**src/logic/tscp_pkg.sv**
```systemverilog
// Package for the transceiver serial configuration port.
// Assumes a single 250 MHz core clock domain.
package tscp_pkg;
  localparam int WORD_W = 24;
  localparam logic [4:0] SYNC_DEPTH = 5'h02;
  localparam logic [4:0] BIT_CNT_MAX = 5'h18;
  // Address bits 23, 22, 1, 0 as a nibble
  localparam int ADR_HI = 23;
  localparam int ADR_LO = 22;
  // Mode-0 word fields
  localparam int M0_BAND_LSB = 0;
  localparam int M0_CP_LSB = 2;
  localparam int M0_INV_BIT = 4;
  localparam int M0_TXRX_BIT = 5;
  localparam int PA_ATT_LSB = 6;
  // Mode-1 word fields
  localparam int M1_BOD_EN_BIT = 0;
  localparam int M1_BOD_LSB = 1;
  localparam int M1_AMP_EN_BIT = 3;
  localparam int M1_OOK_BIT = 4;
  localparam int M1_TXRX_BIT = 5;
  // Reference divider and tuning fields
  localparam int REF_DIV_LSB = 14;
  localparam int TUNE_RX_SW_BIT = 19;
  localparam int TUNE_OOK_SW_BIT = 11;
  // Reset values of the five words
  localparam logic [23:0] M0_RST = 24'h007082;
  localparam logic [23:0] M1_RST = 24'h407080;
  localparam logic [23:0] REF_RST = 24'h900000;
  localparam logic [23:0] TUNE_RST = 24'hC08000;
  localparam logic [23:0] RXC_RST = 24'hB40201;

  typedef enum logic [2:0] {TSCP_NONE, TSCP_M0, TSCP_M1, TSCP_REF, TSCP_RXC, TSCP_TUNE} tscp_sel_e;

  typedef struct packed {
    logic [1:0] band_div;
    logic [7:0] ref_div;
    logic [1:0] cp_current;
    logic [1:0] pa_atten;
    logic pa_on;
    logic xtal_sw_closed;
    logic rx_data;
    logic [1:0] bod_thresh;
    logic bod_enable;
    logic synth_power;
    logic ook_mode;
  } tscp_cfg_s;

  typedef struct packed {
    logic [2:0] clk_sync;
    logic [1:0] dat_sync;
    logic [2:0] ld_sync;
    logic [1:0] mode_sync;
    logic [1:0] stby_sync;
    logic [1:0] txd_sync;
    logic [1:0] rxd_sync;
    logic [23:0] shift;
    logic [23:0] m0;
    logic [23:0] m1;
    logic [23:0] refw;
    logic [23:0] tune;
    logic [23:0] rxc;
    tscp_cfg_s cfg;
  } tscp_state_s;
endpackage : tscp_pkg

```
**src/logic/tscp_port.sv**
```systemverilog
// Serial configuration port: shifts control words in, decodes, drives config.
// Assumes the host keeps clock, data, latch and pins asynchronous to i_mclk;
// link clock is far slower than i_mclk (64 ns period vs 4 ns).
// Overview of operation
// RL1: Output divider 1/2/3 from mode-0 bits 1:0
// RL2: Reference divider is 8-bit programmable field
// RL3: FSK: crystal switch closed while TX data low
// RL4: Invert bit inverts received data output
// RL5: Host keeps tuning bit 19 high in receive
// RL6: Charge-pump current from mode-0 bits 3:2
// RL7: Standby pin high powers synth, low down
// RL8: PA attenuation from per-mode two-bit field
// RL9: Mode-1 enable bit gates PA in transmit
// RL10: Receive keeps PA off, synth running
// RL11: OOK: TX data switches PA on/off
// RL12: Brownout threshold from mode-1 field
// RL13: Five 24-bit control words hold state
// RL14: Mode pin selects mode-0 or mode-1 set
// RL15: Address from bits 23, 22, 1, 0
// RL16: Some address bits are don't-care
// RL17: Shift data in on serial clock rise
// RL18: Latch rise decodes and writes word
// RL19: Tuning and receive-control words are stored
// RL20: Decode 00xx,01xx,1000,1001,11x0
// RL21: Only latch edge updates control words
// RL22: Unmatched addresses are ignored
`timescale 1ns/100ps
`default_nettype none
module tscp_port
  import tscp_pkg::*;
(
  input wire logic i_mclk,
  input wire logic i_nrst,
  input wire logic i_ser_clk,
  input wire logic i_ser_data,
  input wire logic i_ser_latch,
  input wire logic i_mode_pin,
  input wire logic i_standby_pin,
  input wire logic i_tx_data,
  input wire logic i_rx_slicer,
  output logic [1:0] o_band_div,
  output logic [7:0] o_ref_div,
  output logic [1:0] o_cp_current,
  output logic [1:0] o_pa_atten,
  output logic o_pa_on,
  output logic o_xtal_sw_closed,
  output logic o_rx_data,
  output logic [1:0] o_bod_thresh,
  output logic o_bod_enable,
  output logic o_synth_power,
  output logic o_ook_mode,
  output logic [23:0] o_tune_word,
  output logic [23:0] o_rx_ctrl_word
);
  tscp_state_s st_reg;
  tscp_state_s st_next;
  tscp_sel_e sel;
  logic clk_rise;
  logic ld_rise;
  logic [3:0] adr;
  logic [23:0] act;
  logic tx_mode;

  // First stage of each synchroniser feeds only the second stage
  assign clk_rise = st_reg.clk_sync[1] & ~st_reg.clk_sync[2];
  assign ld_rise = st_reg.ld_sync[1] & ~st_reg.ld_sync[2];
  assign adr = {st_reg.shift[ADR_HI], st_reg.shift[ADR_LO], st_reg.shift[1], st_reg.shift[0]}; // see RL15
  assign act = st_reg.mode_sync[1] ? st_reg.m1 : st_reg.m0; // see RL14
  assign tx_mode = act[M0_TXRX_BIT];

  always_comb begin
    casez (adr) // see RL16 see RL20
      4'b00??: sel = TSCP_M0;
      4'b01??: sel = TSCP_M1;
      4'b1000: sel = TSCP_REF;
      4'b1001: sel = TSCP_RXC;
      4'b11?0: sel = TSCP_TUNE;
      default: sel = TSCP_NONE; // see RL22
    endcase
  end

  always_comb begin
    st_next = st_reg;
    st_next.clk_sync = {st_reg.clk_sync[1:0], i_ser_clk};
    st_next.dat_sync = {st_reg.dat_sync[0], i_ser_data};
    st_next.ld_sync = {st_reg.ld_sync[1:0], i_ser_latch};
    st_next.mode_sync = {st_reg.mode_sync[0], i_mode_pin};
    st_next.stby_sync = {st_reg.stby_sync[0], i_standby_pin};
    st_next.txd_sync = {st_reg.txd_sync[0], i_tx_data};
    st_next.rxd_sync = {st_reg.rxd_sync[0], i_rx_slicer};
    // Data sync is one stage shorter than clock, so data aligns with the sampled edge
    if (clk_rise) begin
      st_next.shift = {st_reg.shift[22:0], st_reg.dat_sync[1]}; // see RL17
    end
    if (ld_rise) begin // see RL18 see RL21
      case (sel)
        TSCP_M0: st_next.m0 = st_reg.shift; // see RL13
        TSCP_M1: st_next.m1 = st_reg.shift;
        TSCP_REF: st_next.refw = st_reg.shift;
        TSCP_RXC: st_next.rxc = st_reg.shift; // see RL19
        TSCP_TUNE: st_next.tune = st_reg.shift; // see RL19
        default: ;
      endcase
    end
    st_next.cfg.band_div = st_reg.m0[M0_BAND_LSB +: 2]; // see RL1
    st_next.cfg.ref_div = st_reg.refw[REF_DIV_LSB +: 8]; // see RL2
    st_next.cfg.cp_current = st_reg.m0[M0_CP_LSB +: 2]; // see RL6
    st_next.cfg.pa_atten = act[PA_ATT_LSB +: 2]; // see RL8
    st_next.cfg.bod_thresh = st_reg.m1[M1_BOD_LSB +: 2]; // see RL12
    st_next.cfg.bod_enable = st_reg.m1[M1_BOD_EN_BIT];
    st_next.cfg.synth_power = st_reg.stby_sync[1]; // see RL7
    st_next.cfg.ook_mode = st_reg.m1[M1_OOK_BIT];
    st_next.cfg.rx_data = st_reg.rxd_sync[1] ^ st_reg.m0[M0_INV_BIT]; // see RL4
    // PA is off in receive or standby; OOK keys it with TX data
    if (!tx_mode || !st_reg.stby_sync[1]) begin
      st_next.cfg.pa_on = 1'b0; // see RL10
    end else if (st_reg.m1[M1_OOK_BIT]) begin
      st_next.cfg.pa_on = st_reg.m1[M1_AMP_EN_BIT] & st_reg.txd_sync[1]; // see RL11 see RL9
    end else begin
      st_next.cfg.pa_on = st_reg.m1[M1_AMP_EN_BIT]; // see RL9
    end
    // Receive relies on the host keeping bit 19 high
    if (!tx_mode) begin
      st_next.cfg.xtal_sw_closed = st_reg.tune[TUNE_RX_SW_BIT]; // see RL5
    end else if (st_reg.m1[M1_OOK_BIT]) begin
      st_next.cfg.xtal_sw_closed = st_reg.tune[TUNE_OOK_SW_BIT];
    end else begin
      st_next.cfg.xtal_sw_closed = ~st_reg.txd_sync[1]; // see RL3
    end
  end

  always_ff @(posedge i_mclk or negedge i_nrst) begin
    if (!i_nrst) begin
      st_reg <= '0;
      st_reg.m0 <= M0_RST;
      st_reg.m1 <= M1_RST;
      st_reg.refw <= REF_RST;
      st_reg.tune <= TUNE_RST;
      st_reg.rxc <= RXC_RST;
      st_reg.cfg.band_div <= M0_RST[1:0];
      st_reg.cfg.ref_div <= REF_RST[21:14];
    end else begin
      st_reg <= st_next;
    end
  end

  assign o_band_div = st_reg.cfg.band_div;
  assign o_ref_div = st_reg.cfg.ref_div;
  assign o_cp_current = st_reg.cfg.cp_current;
  assign o_pa_atten = st_reg.cfg.pa_atten;
  assign o_pa_on = st_reg.cfg.pa_on;
  assign o_xtal_sw_closed = st_reg.cfg.xtal_sw_closed;
  assign o_rx_data = st_reg.cfg.rx_data;
  assign o_bod_thresh = st_reg.cfg.bod_thresh;
  assign o_bod_enable = st_reg.cfg.bod_enable;
  assign o_synth_power = st_reg.cfg.synth_power;
  assign o_ook_mode = st_reg.cfg.ook_mode;
  assign o_tune_word = st_reg.tune;
  assign o_rx_ctrl_word = st_reg.rxc;

  property p_shift_on_edge;
    @(posedge i_mclk) disable iff (!i_nrst)
      clk_rise |=> st_reg.shift[0] == $past(st_reg.dat_sync[1]);
  endproperty
  a_shift_on_edge: assert property (p_shift_on_edge) else $error("shift missed serial bit"); // see RL17

  property p_hold_no_edge;
    @(posedge i_mclk) disable iff (!i_nrst)
      !clk_rise |=> $stable(st_reg.shift);
  endproperty
  a_hold_no_edge: assert property (p_hold_no_edge) else $error("shift moved without edge");

  property p_m0_write;
    @(posedge i_mclk) disable iff (!i_nrst)
      ld_rise && adr[3:2] == 2'b00 |=> st_reg.m0 == $past(st_reg.shift);
  endproperty
  a_m0_write: assert property (p_m0_write) else $error("mode-0 word not written"); // see RL18

  property p_no_latch_stable;
    @(posedge i_mclk) disable iff (!i_nrst)
      !ld_rise |=> $stable(st_reg.m0) && $stable(st_reg.m1) && $stable(st_reg.refw);
  endproperty
  a_no_latch_stable: assert property (p_no_latch_stable) else $error("word changed without latch"); // see RL21

  property p_bad_addr;
    @(posedge i_mclk) disable iff (!i_nrst)
      ld_rise && (adr == 4'b1010 || adr == 4'b1011 || adr == 4'b1101 || adr == 4'b1111)
      |=> $stable(st_reg.tune) && $stable(st_reg.rxc) && $stable(st_reg.refw);
  endproperty
  a_bad_addr: assert property (p_bad_addr) else $error("unmapped address wrote a word"); // see RL22

  property p_tune_write;
    @(posedge i_mclk) disable iff (!i_nrst)
      ld_rise && adr[3:2] == 2'b11 && !adr[0] |=> st_reg.tune == $past(st_reg.shift);
  endproperty
  a_tune_write: assert property (p_tune_write) else $error("tuning word not written"); // see RL20

  property p_rx_pa_off;
    @(posedge i_mclk) disable iff (!i_nrst)
      !tx_mode |=> !o_pa_on;
  endproperty
  a_rx_pa_off: assert property (p_rx_pa_off) else $error("PA on during receive"); // see RL10

  property p_standby;
    @(posedge i_mclk) disable iff (!i_nrst)
      st_reg.stby_sync[1] |=> o_synth_power;
  endproperty
  a_standby: assert property (p_standby) else $error("synth not powered"); // see RL7

  property p_invert;
    @(posedge i_mclk) disable iff (!i_nrst)
      1'b1 |=> o_rx_data == ($past(st_reg.rxd_sync[1]) ^ $past(st_reg.m0[M0_INV_BIT]));
  endproperty
  a_invert: assert property (p_invert) else $error("rx data polarity wrong"); // see RL4

  property p_fsk_sw;
    @(posedge i_mclk) disable iff (!i_nrst)
      tx_mode && !st_reg.m1[M1_OOK_BIT] |=> o_xtal_sw_closed == !$past(st_reg.txd_sync[1]);
  endproperty
  a_fsk_sw: assert property (p_fsk_sw) else $error("crystal switch wrong in FSK"); // see RL3

  property p_band_out;
    @(posedge i_mclk) disable iff (!i_nrst)
      1'b1 |=> o_band_div == $past(st_reg.m0[M0_BAND_LSB +: 2]);
  endproperty
  a_band_out: assert property (p_band_out) else $error("band divider wrong"); // see RL1

  property p_ref_out;
    @(posedge i_mclk) disable iff (!i_nrst)
      1'b1 |=> o_ref_div == $past(st_reg.refw[REF_DIV_LSB +: 8]);
  endproperty
  a_ref_out: assert property (p_ref_out) else $error("reference divider wrong"); // see RL2

  property p_cp_out;
    @(posedge i_mclk) disable iff (!i_nrst)
      1'b1 |=> o_cp_current == $past(st_reg.m0[M0_CP_LSB +: 2]);
  endproperty
  a_cp_out: assert property (p_cp_out) else $error("charge pump code wrong"); // see RL6

  property p_att_mode0;
    @(posedge i_mclk) disable iff (!i_nrst)
      !st_reg.mode_sync[1] |=> o_pa_atten == $past(st_reg.m0[PA_ATT_LSB +: 2]);
  endproperty
  a_att_mode0: assert property (p_att_mode0) else $error("mode-0 attenuation wrong"); // see RL8

  property p_att_mode1;
    @(posedge i_mclk) disable iff (!i_nrst)
      st_reg.mode_sync[1] |=> o_pa_atten == $past(st_reg.m1[PA_ATT_LSB +: 2]);
  endproperty
  a_att_mode1: assert property (p_att_mode1) else $error("mode-1 attenuation wrong"); // see RL14

  property p_amp_off;
    @(posedge i_mclk) disable iff (!i_nrst)
      !st_reg.m1[M1_AMP_EN_BIT] |=> !o_pa_on;
  endproperty
  a_amp_off: assert property (p_amp_off) else $error("PA on while disabled"); // see RL9

  property p_pa_tx;
    @(posedge i_mclk) disable iff (!i_nrst)
      tx_mode && st_reg.stby_sync[1] && !st_reg.m1[M1_OOK_BIT] && st_reg.m1[M1_AMP_EN_BIT] |=> o_pa_on;
  endproperty
  a_pa_tx: assert property (p_pa_tx) else $error("PA off in FSK transmit"); // see RL9

  property p_ook_key;
    @(posedge i_mclk) disable iff (!i_nrst)
      tx_mode && st_reg.m1[M1_OOK_BIT] && !st_reg.txd_sync[1] |=> !o_pa_on;
  endproperty
  a_ook_key: assert property (p_ook_key) else $error("PA on for OOK space"); // see RL11

  property p_pa_standby;
    @(posedge i_mclk) disable iff (!i_nrst)
      !st_reg.stby_sync[1] |=> !o_synth_power && !o_pa_on;
  endproperty
  a_pa_standby: assert property (p_pa_standby) else $error("powered during standby"); // see RL7

  property p_bod_out;
    @(posedge i_mclk) disable iff (!i_nrst)
      1'b1 |=> o_bod_thresh == $past(st_reg.m1[M1_BOD_LSB +: 2]) && o_bod_enable == $past(st_reg.m1[M1_BOD_EN_BIT]);
  endproperty
  a_bod_out: assert property (p_bod_out) else $error("brownout setting wrong"); // see RL12

  property p_ook_out;
    @(posedge i_mclk) disable iff (!i_nrst)
      1'b1 |=> o_ook_mode == $past(st_reg.m1[M1_OOK_BIT]);
  endproperty
  a_ook_out: assert property (p_ook_out) else $error("modulation flag wrong"); // see RL11

  property p_rx_xtal;
    @(posedge i_mclk) disable iff (!i_nrst)
      !tx_mode |=> o_xtal_sw_closed == $past(st_reg.tune[TUNE_RX_SW_BIT]);
  endproperty
  a_rx_xtal: assert property (p_rx_xtal) else $error("receive crystal switch wrong"); // see RL19

  property p_m1_write;
    @(posedge i_mclk) disable iff (!i_nrst)
      ld_rise && adr[3:2] == 2'h1 |=> st_reg.m1 == $past(st_reg.shift);
  endproperty
  a_m1_write: assert property (p_m1_write) else $error("mode-1 word not written"); // see RL16

  property p_ref_write;
    @(posedge i_mclk) disable iff (!i_nrst)
      ld_rise && adr == 4'h8 |=> st_reg.refw == $past(st_reg.shift);
  endproperty
  a_ref_write: assert property (p_ref_write) else $error("reference word not written"); // see RL20

  property p_rxc_write;
    @(posedge i_mclk) disable iff (!i_nrst)
      ld_rise && adr == 4'h9 |=> st_reg.rxc == $past(st_reg.shift);
  endproperty
  a_rxc_write: assert property (p_rxc_write) else $error("receive control word not written"); // see RL19

  property p_no_latch_rest;
    @(posedge i_mclk) disable iff (!i_nrst)
      !ld_rise |=> $stable(st_reg.tune) && $stable(st_reg.rxc);
  endproperty
  a_no_latch_rest: assert property (p_no_latch_rest) else $error("word changed without latch"); // see RL21

  property p_bad_mode;
    @(posedge i_mclk) disable iff (!i_nrst)
      ld_rise && (adr == 4'hA || adr == 4'hB || adr == 4'hD || adr == 4'hF) |=> $stable(st_reg.m0) && $stable(st_reg.m1);
  endproperty
  a_bad_mode: assert property (p_bad_mode) else $error("unmapped address wrote a mode word"); // see RL22

  property p_shift_msb;
    @(posedge i_mclk) disable iff (!i_nrst)
      clk_rise |=> st_reg.shift[23:1] == $past(st_reg.shift[22:0]);
  endproperty
  a_shift_msb: assert property (p_shift_msb) else $error("shift register lost a bit"); // see RL17

  property p_m0_not_m1;
    @(posedge i_mclk) disable iff (!i_nrst)
      ld_rise && adr[3:2] == 2'h1 |=> $stable(st_reg.m0);
  endproperty
  a_m0_not_m1: assert property (p_m0_not_m1) else $error("mode-1 write hit mode-0 word"); // see RL20

  property p_ref_not_rxc;
    @(posedge i_mclk) disable iff (!i_nrst)
      ld_rise && adr == 4'h9 |=> $stable(st_reg.refw);
  endproperty
  a_ref_not_rxc: assert property (p_ref_not_rxc) else $error("receive control write hit reference"); // see RL20

  c_m0: cover property (@(posedge i_mclk) disable iff (!i_nrst) ld_rise && sel == TSCP_M0);
  c_m1: cover property (@(posedge i_mclk) disable iff (!i_nrst) ld_rise && sel == TSCP_M1);
  c_bad: cover property (@(posedge i_mclk) disable iff (!i_nrst) ld_rise && sel == TSCP_NONE);
  c_mode: cover property (@(posedge i_mclk) disable iff (!i_nrst) $rose(st_reg.mode_sync[1]));
  c_ook: cover property (@(posedge i_mclk) disable iff (!i_nrst) tx_mode && st_reg.m1[M1_OOK_BIT] && st_reg.txd_sync[1]);
endmodule : tscp_port
`default_nettype wire

```
**config.mk**
```make
export PLATFORM = sky130hd
export DESIGN_NAME = tscp_port
export DESIGN_NICKNAME = d
export VERILOG_FILES = /design/src/logic/tscp_pkg.sv /design/src/logic/tscp_port.sv
export SDC_FILE = /design/constraint.sdc
export NUM_CORES = 1
export LEC_CHECK = 0
export BUFFER_PORTS_ARGS = -buffer_cell sky130_fd_sc_hd__buf_2
export CAP_MARGIN = 0
export CORE_MARGIN = 2
export CORE_UTILIZATION = 40
export DETAILED_ROUTE_END_ITERATION = 10
export PLACE_DENSITY_LB_ADDON = 0.2
export SLEW_MARGIN = 40
export SYNTH_ARGS = -nofsm -noshare
export SYNTH_HDL_FRONTEND = slang
export SYNTH_SLANG_ARGS = --single-unit
```
**constraint.sdc**
```tcl
create_clock -name i_mclk -period 1.9 [get_ports i_mclk]
set_clock_uncertainty 0.15 [all_clocks]
set_input_delay 0.38 -clock i_mclk [delete_from_list [all_inputs] [get_ports i_mclk]]
set_output_delay 0.38 -clock i_mclk [all_outputs]
set_load 0.05 [all_outputs]
```
# After elaboration in Yosys (flattened, before gate mapping)
# Index checks and enable logic that the tools add are counted.
[classes]
eq_ne = 9
muxes = 6
bitwise = 7
n_reduce_logical = 9
[ops]
columns = ["operator", "n"]
rows = [
  ["one-hot mux 3 bit (5 select lines)", 1],
  ["AND reduction 2 bit", 5],
  ["== test 3 bit, second input constant", 3],
  ["== test 4 bit, second input constant", 2],
  ["two-way mux 8 bit", 1],
  ["== test 3 x 2 -> 1 bit, second input constant", 2],
  ["two-way mux 1 bit", 4],
  ["bitwise AND 1 bit", 3],
  ["== test 3 x 1 -> 1 bit, second input constant", 1],
  ["NOT 1 bit", 3],
  ["== test 2 x 1 -> 1 bit, second input constant", 1],
  ["logical NOT 1 bit", 2],
  ["logical NOT 2 bit", 1],
  ["logical OR 1 bit", 1],
  ["XOR 1 bit", 1],
]
[totals]
output_inout_bits = 70
reg_bits = 148
input_bits = 9
word_cells = 55

# Longest topological paths before layout
[logic_depth]
ltp_word = 4
depth_mapped = 5
ltp_nobuf = 3

# Least setup slack after synthesis
# No wires, ideal clock.
[synth_timing]
kind = "reg2reg"
startpoint = "register st_reg[176] (netlist bit)"
endpoint = "register st_reg (netlist bit o_tune_word[10])"
setup_time_ns = 0.125
setup_slack_ns = 0.148
n_path_buf = 1
stages_incl_launch_ff = 5
t_arrival_ns = 1.477
t_required_ns = 1.625
path_cell_list = "dfrtp_1 -> nand3b_2 -> nor3b_4 -> buf_6 -> mux2_2"
[synth_between]
elab_chain_cells = 3
[synth_rtl]
columns = ["item", "line_no", "rtl"]
rows = [
  ["start, declared", "tscp_port.sv:55", "tscp_state_s st_reg;"],
  ["start signal, assigned", "tscp_port.sv:143", "st_reg <= st_next;"],
  ["NOT 1 bit", "tscp_port.sv:66", "assign ld_rise = st_reg.ld_sync[1] & ~st_reg.ld_sync[2];"],
  ["bitwise AND 1 bit", "tscp_port.sv:66", ""],
  ["AND reduction 2 bit (no source line)", "n/a", ""],
]
# Every way passes these cells.
# A chain may end at the register's enable or synchronous reset.

# Worst setup path after layout
[layout_timing]
startpoint = "register st_reg (netlist bit adr[2])"
endpoint = "register st_reg (netlist bit o_rx_ctrl_word[5])"
[layout_between]
elab_chain_cells = 4
elab_cells_between_ends = 8
cone_classes = "eq/ne (5); mux (1); reduce/logical (2)"
[layout_rtl]
columns = ["item", "line_no", "rtl"]
rows = [
  ["== test 4 bit, or another cell as far along", "tscp_port.sv:72", "casez (adr)"],
  ["one-hot mux 3 bit (5 select lines) (*)", "tscp_port.sv:72", ""],
  ["== test 3 bit (*)", "tscp_port.sv:96", "case (sel)"],
  ["AND reduction 2 bit (no source line) (*)", "n/a", ""],
]
# Mark *: on every way between the ends. The rest lies on a longest branch, timed or not.

==> results.yml <==
route:
  detail_route.wl_per_cell_um: 14.6
  via_count: 2485
  ant_nets: 0
  first_pass_iters: 3
  drc: 0
  routed_wirelength_mm: 8.07
  drt_iter0_drc: 47
  routed_via_density: 4.49
synth:
  synth.most_common_cell: "dfrtp_1"
  synth-compound-area-share_pct: 0.0974
  ys_types: 22
  avgSynthCellArea_um2: 16.0
  yosys-top-cells-area: "dfrtp_1 (58%), mux2_2 (16%), buf_4 (9.5%)"
  synth_top_area_cell: "dfrtp_1"
  synthMuxAreaShare_pct: 20.4
  syn_inst: 321
  synthesis.area_um2: 5140
  synthFlopType: "dfrtp_1"
  yosys_warnings: 0
  synth_edf_count: 0
  synth_simple_gate_area_share_pct: 3.07
  synth-seq-cells: 134
  yosys.area_share.xor_xnor_pct: 0.170
  yosysSeqAreaShare_pct: 65.6
  synth_top_area_share_pct: 57.9
  synthTopCellsByCount: "dfrtp_1 (119), mux2_2 (73), buf_4 (65)"
  yosys.area_share.adder_pct: 0
  synth_top_family_by_area: "multiplexers"
  synthesis.nets: 330
  async_flop_share_pct: 100
clocking:
  cts_root_buf: "clkbuf_16"
  cts_max_level: 4
  clk_path_buf_depth: 2
  clock-sinks: 134
  clock_latency_ps: 410
  cts_tree: "yes"
  numCtsBuffers: 17
  path_clk_slew_ps: 50
timing:
  setup_slack_ps: 97.8
  finalMaxSlewViolations: 0
  fin_crit_sh_pct: 94.9
  hold_violations: 0
  max_freq_mhz: 555
  fin_tns_setup_ps: 0
  worst_pin_slew_ps: 400
  setup_viol: 0
  rsz0062_at_grt: "no"
  min_period_ps: 1800
  hold_slack_ps: 194
  relSlewSlack_pct: 73.3
outcome:
  status: "completed"
critical_path:
  crit_path_end_kind: "flip-flop"
  arrival_ps: 1950
  r2r-start: "adr[2]"
  path_max_fanout: 10
  critical_path.startpoint_type: "flip-flop"
  critPathLaunch: "adr[2]"
  critical_path_class: "reg -> reg"
  required_ps: 2040
hold_path:
  min-delay-start: "st_next[169]"
  hp-class: "reg -> reg"
job:
  max_cap_violations: 0
power_and_ir_drop:
  leakage_uw: 0.00314
  irDropWorstVdd_mv: 0.459
  power.density_nw_per_um2: 1180
global_route:
  grt_max_degree: 42
  track_usage_pct: 13.1
  grt_antenna_before_repair: 0
  first_global_vias: 2654
  grt_first_pass_wirelength_mm: 13.8
  gr-total-overflow: 0
die:
  start_util_pct: 40.9
  rows: 41
  ioPinCount: 79
  die_w_um: 117
  die_height_um: 117
  core-area_um2: 12600
  die-area_um2: 13800
placement:
  dp_hpwl_mm: 5.28
  dp_slack_ps: 56.0
  place_congestion: 0.693
  port_buffers: 78
cells_and_area:
  area_growth_pct: 17.2
  largest_register_ffs: 34
  drive_gt1_share_pct: 58.3
  nets: 377
  n_antenna_cell: 0
  fin_util_pct: 47.9
layer usage:
| metal | track usage, % | up-vias | wire, um |
|---|---|---|---|
| met1 | 16.3 | 1268 | 3710 |
| met2 | 19.8 | 63 | 3780 |
| li1 | - | 1135 | - |
| met3 | 4.96 | 19 | 372 |
| met4 | 7.23 | 0 | 199 |
| met5 | 0 | - | 0 |
logic make-up after synthesis:
group | after synthesis
multiplexers | 93
AND/OR/NAND/NOR | 19
flip-flops | 134
XOR/XNOR | 1
buffers and inverters | 73
AO/OA/AOI/OAI | 1
through the flow:
| stage | cell area [um^2] | total power [uW] | instances |
|---|---|---|---|
| final | 6030 | 7120 | 553 |
| after global routing | 6030 | 7440 | 553 |
| after CTS | 6010 | 7240 | 553 |
| after detailed placement | 5370 | 4140 | 513 |
| after global placement | 5370 | 4130 | 513 |
| after floorplan | 5140 | 3920 | 321 |
what timing repair did:
action,in CTS,in global routing
hold buffers,8,0
hold endpoints to repair,42,0
endpoints found under the setup margin,0,17
gates resized for setup,0,4
setup buffers,0,0
final cells by class:
class / count / area (um^2)
Clock buffer: 23 / 488
Clock inverter: 9 / 75.1
Fill cell: 1120 / 6540
Multi-Input combinational cell: 114 / 1220
Sequential cell: 134 / 3370
Tap cell: 172 / 215
Timing Repair Buffer: 101 / 651
power breakdown:
group	switching, uW	internal [uW]
logic	372	287
registers	254	3170
clock network	1110	1920
placed cells by master, fill, tap and decap left out, types with 2 or more instances in the layout:
master / count
clkbuf_8: 4
buf_6: 2
dfrtp_1: 119
nor2b_1: 4
dlygate4sd3_1: 8
mux2_2: 73
dfstp_2: 15
buf_4: 9
or2_2: 4
clkbuf_16: 17
nand2_1: 2
clkinv_2: 6
clkinvlp_4: 2
buf_12: 4
mux2_1: 19
buf_2: 77
clkbuf_1: 2
worst max-delay path: stages, from the launching register on:
cell     delay [ps]
dfrtp_1         450
nor4b_2         330
and3_4          250
buf_6           160
mux2_2          340
path summary, 6_finish.rpt:
path | slack, ps | cells past startpoint | end
hold / removal | 190 | 0 | st_reg[169]
setup / recovery | 100 | 4 | o_rx_ctrl_word[5]
hold reg to reg | 190 | 0 | st_reg[169]
setup reg to reg | 100 | 4 | o_rx_ctrl_word[5]
max in group asynchronous | 630 | 3 | o_rx_ctrl_word[9]
min in group asynchronous | 310 | 2 | o_ref_div[4]
Power figures use the tool's default switching activity.
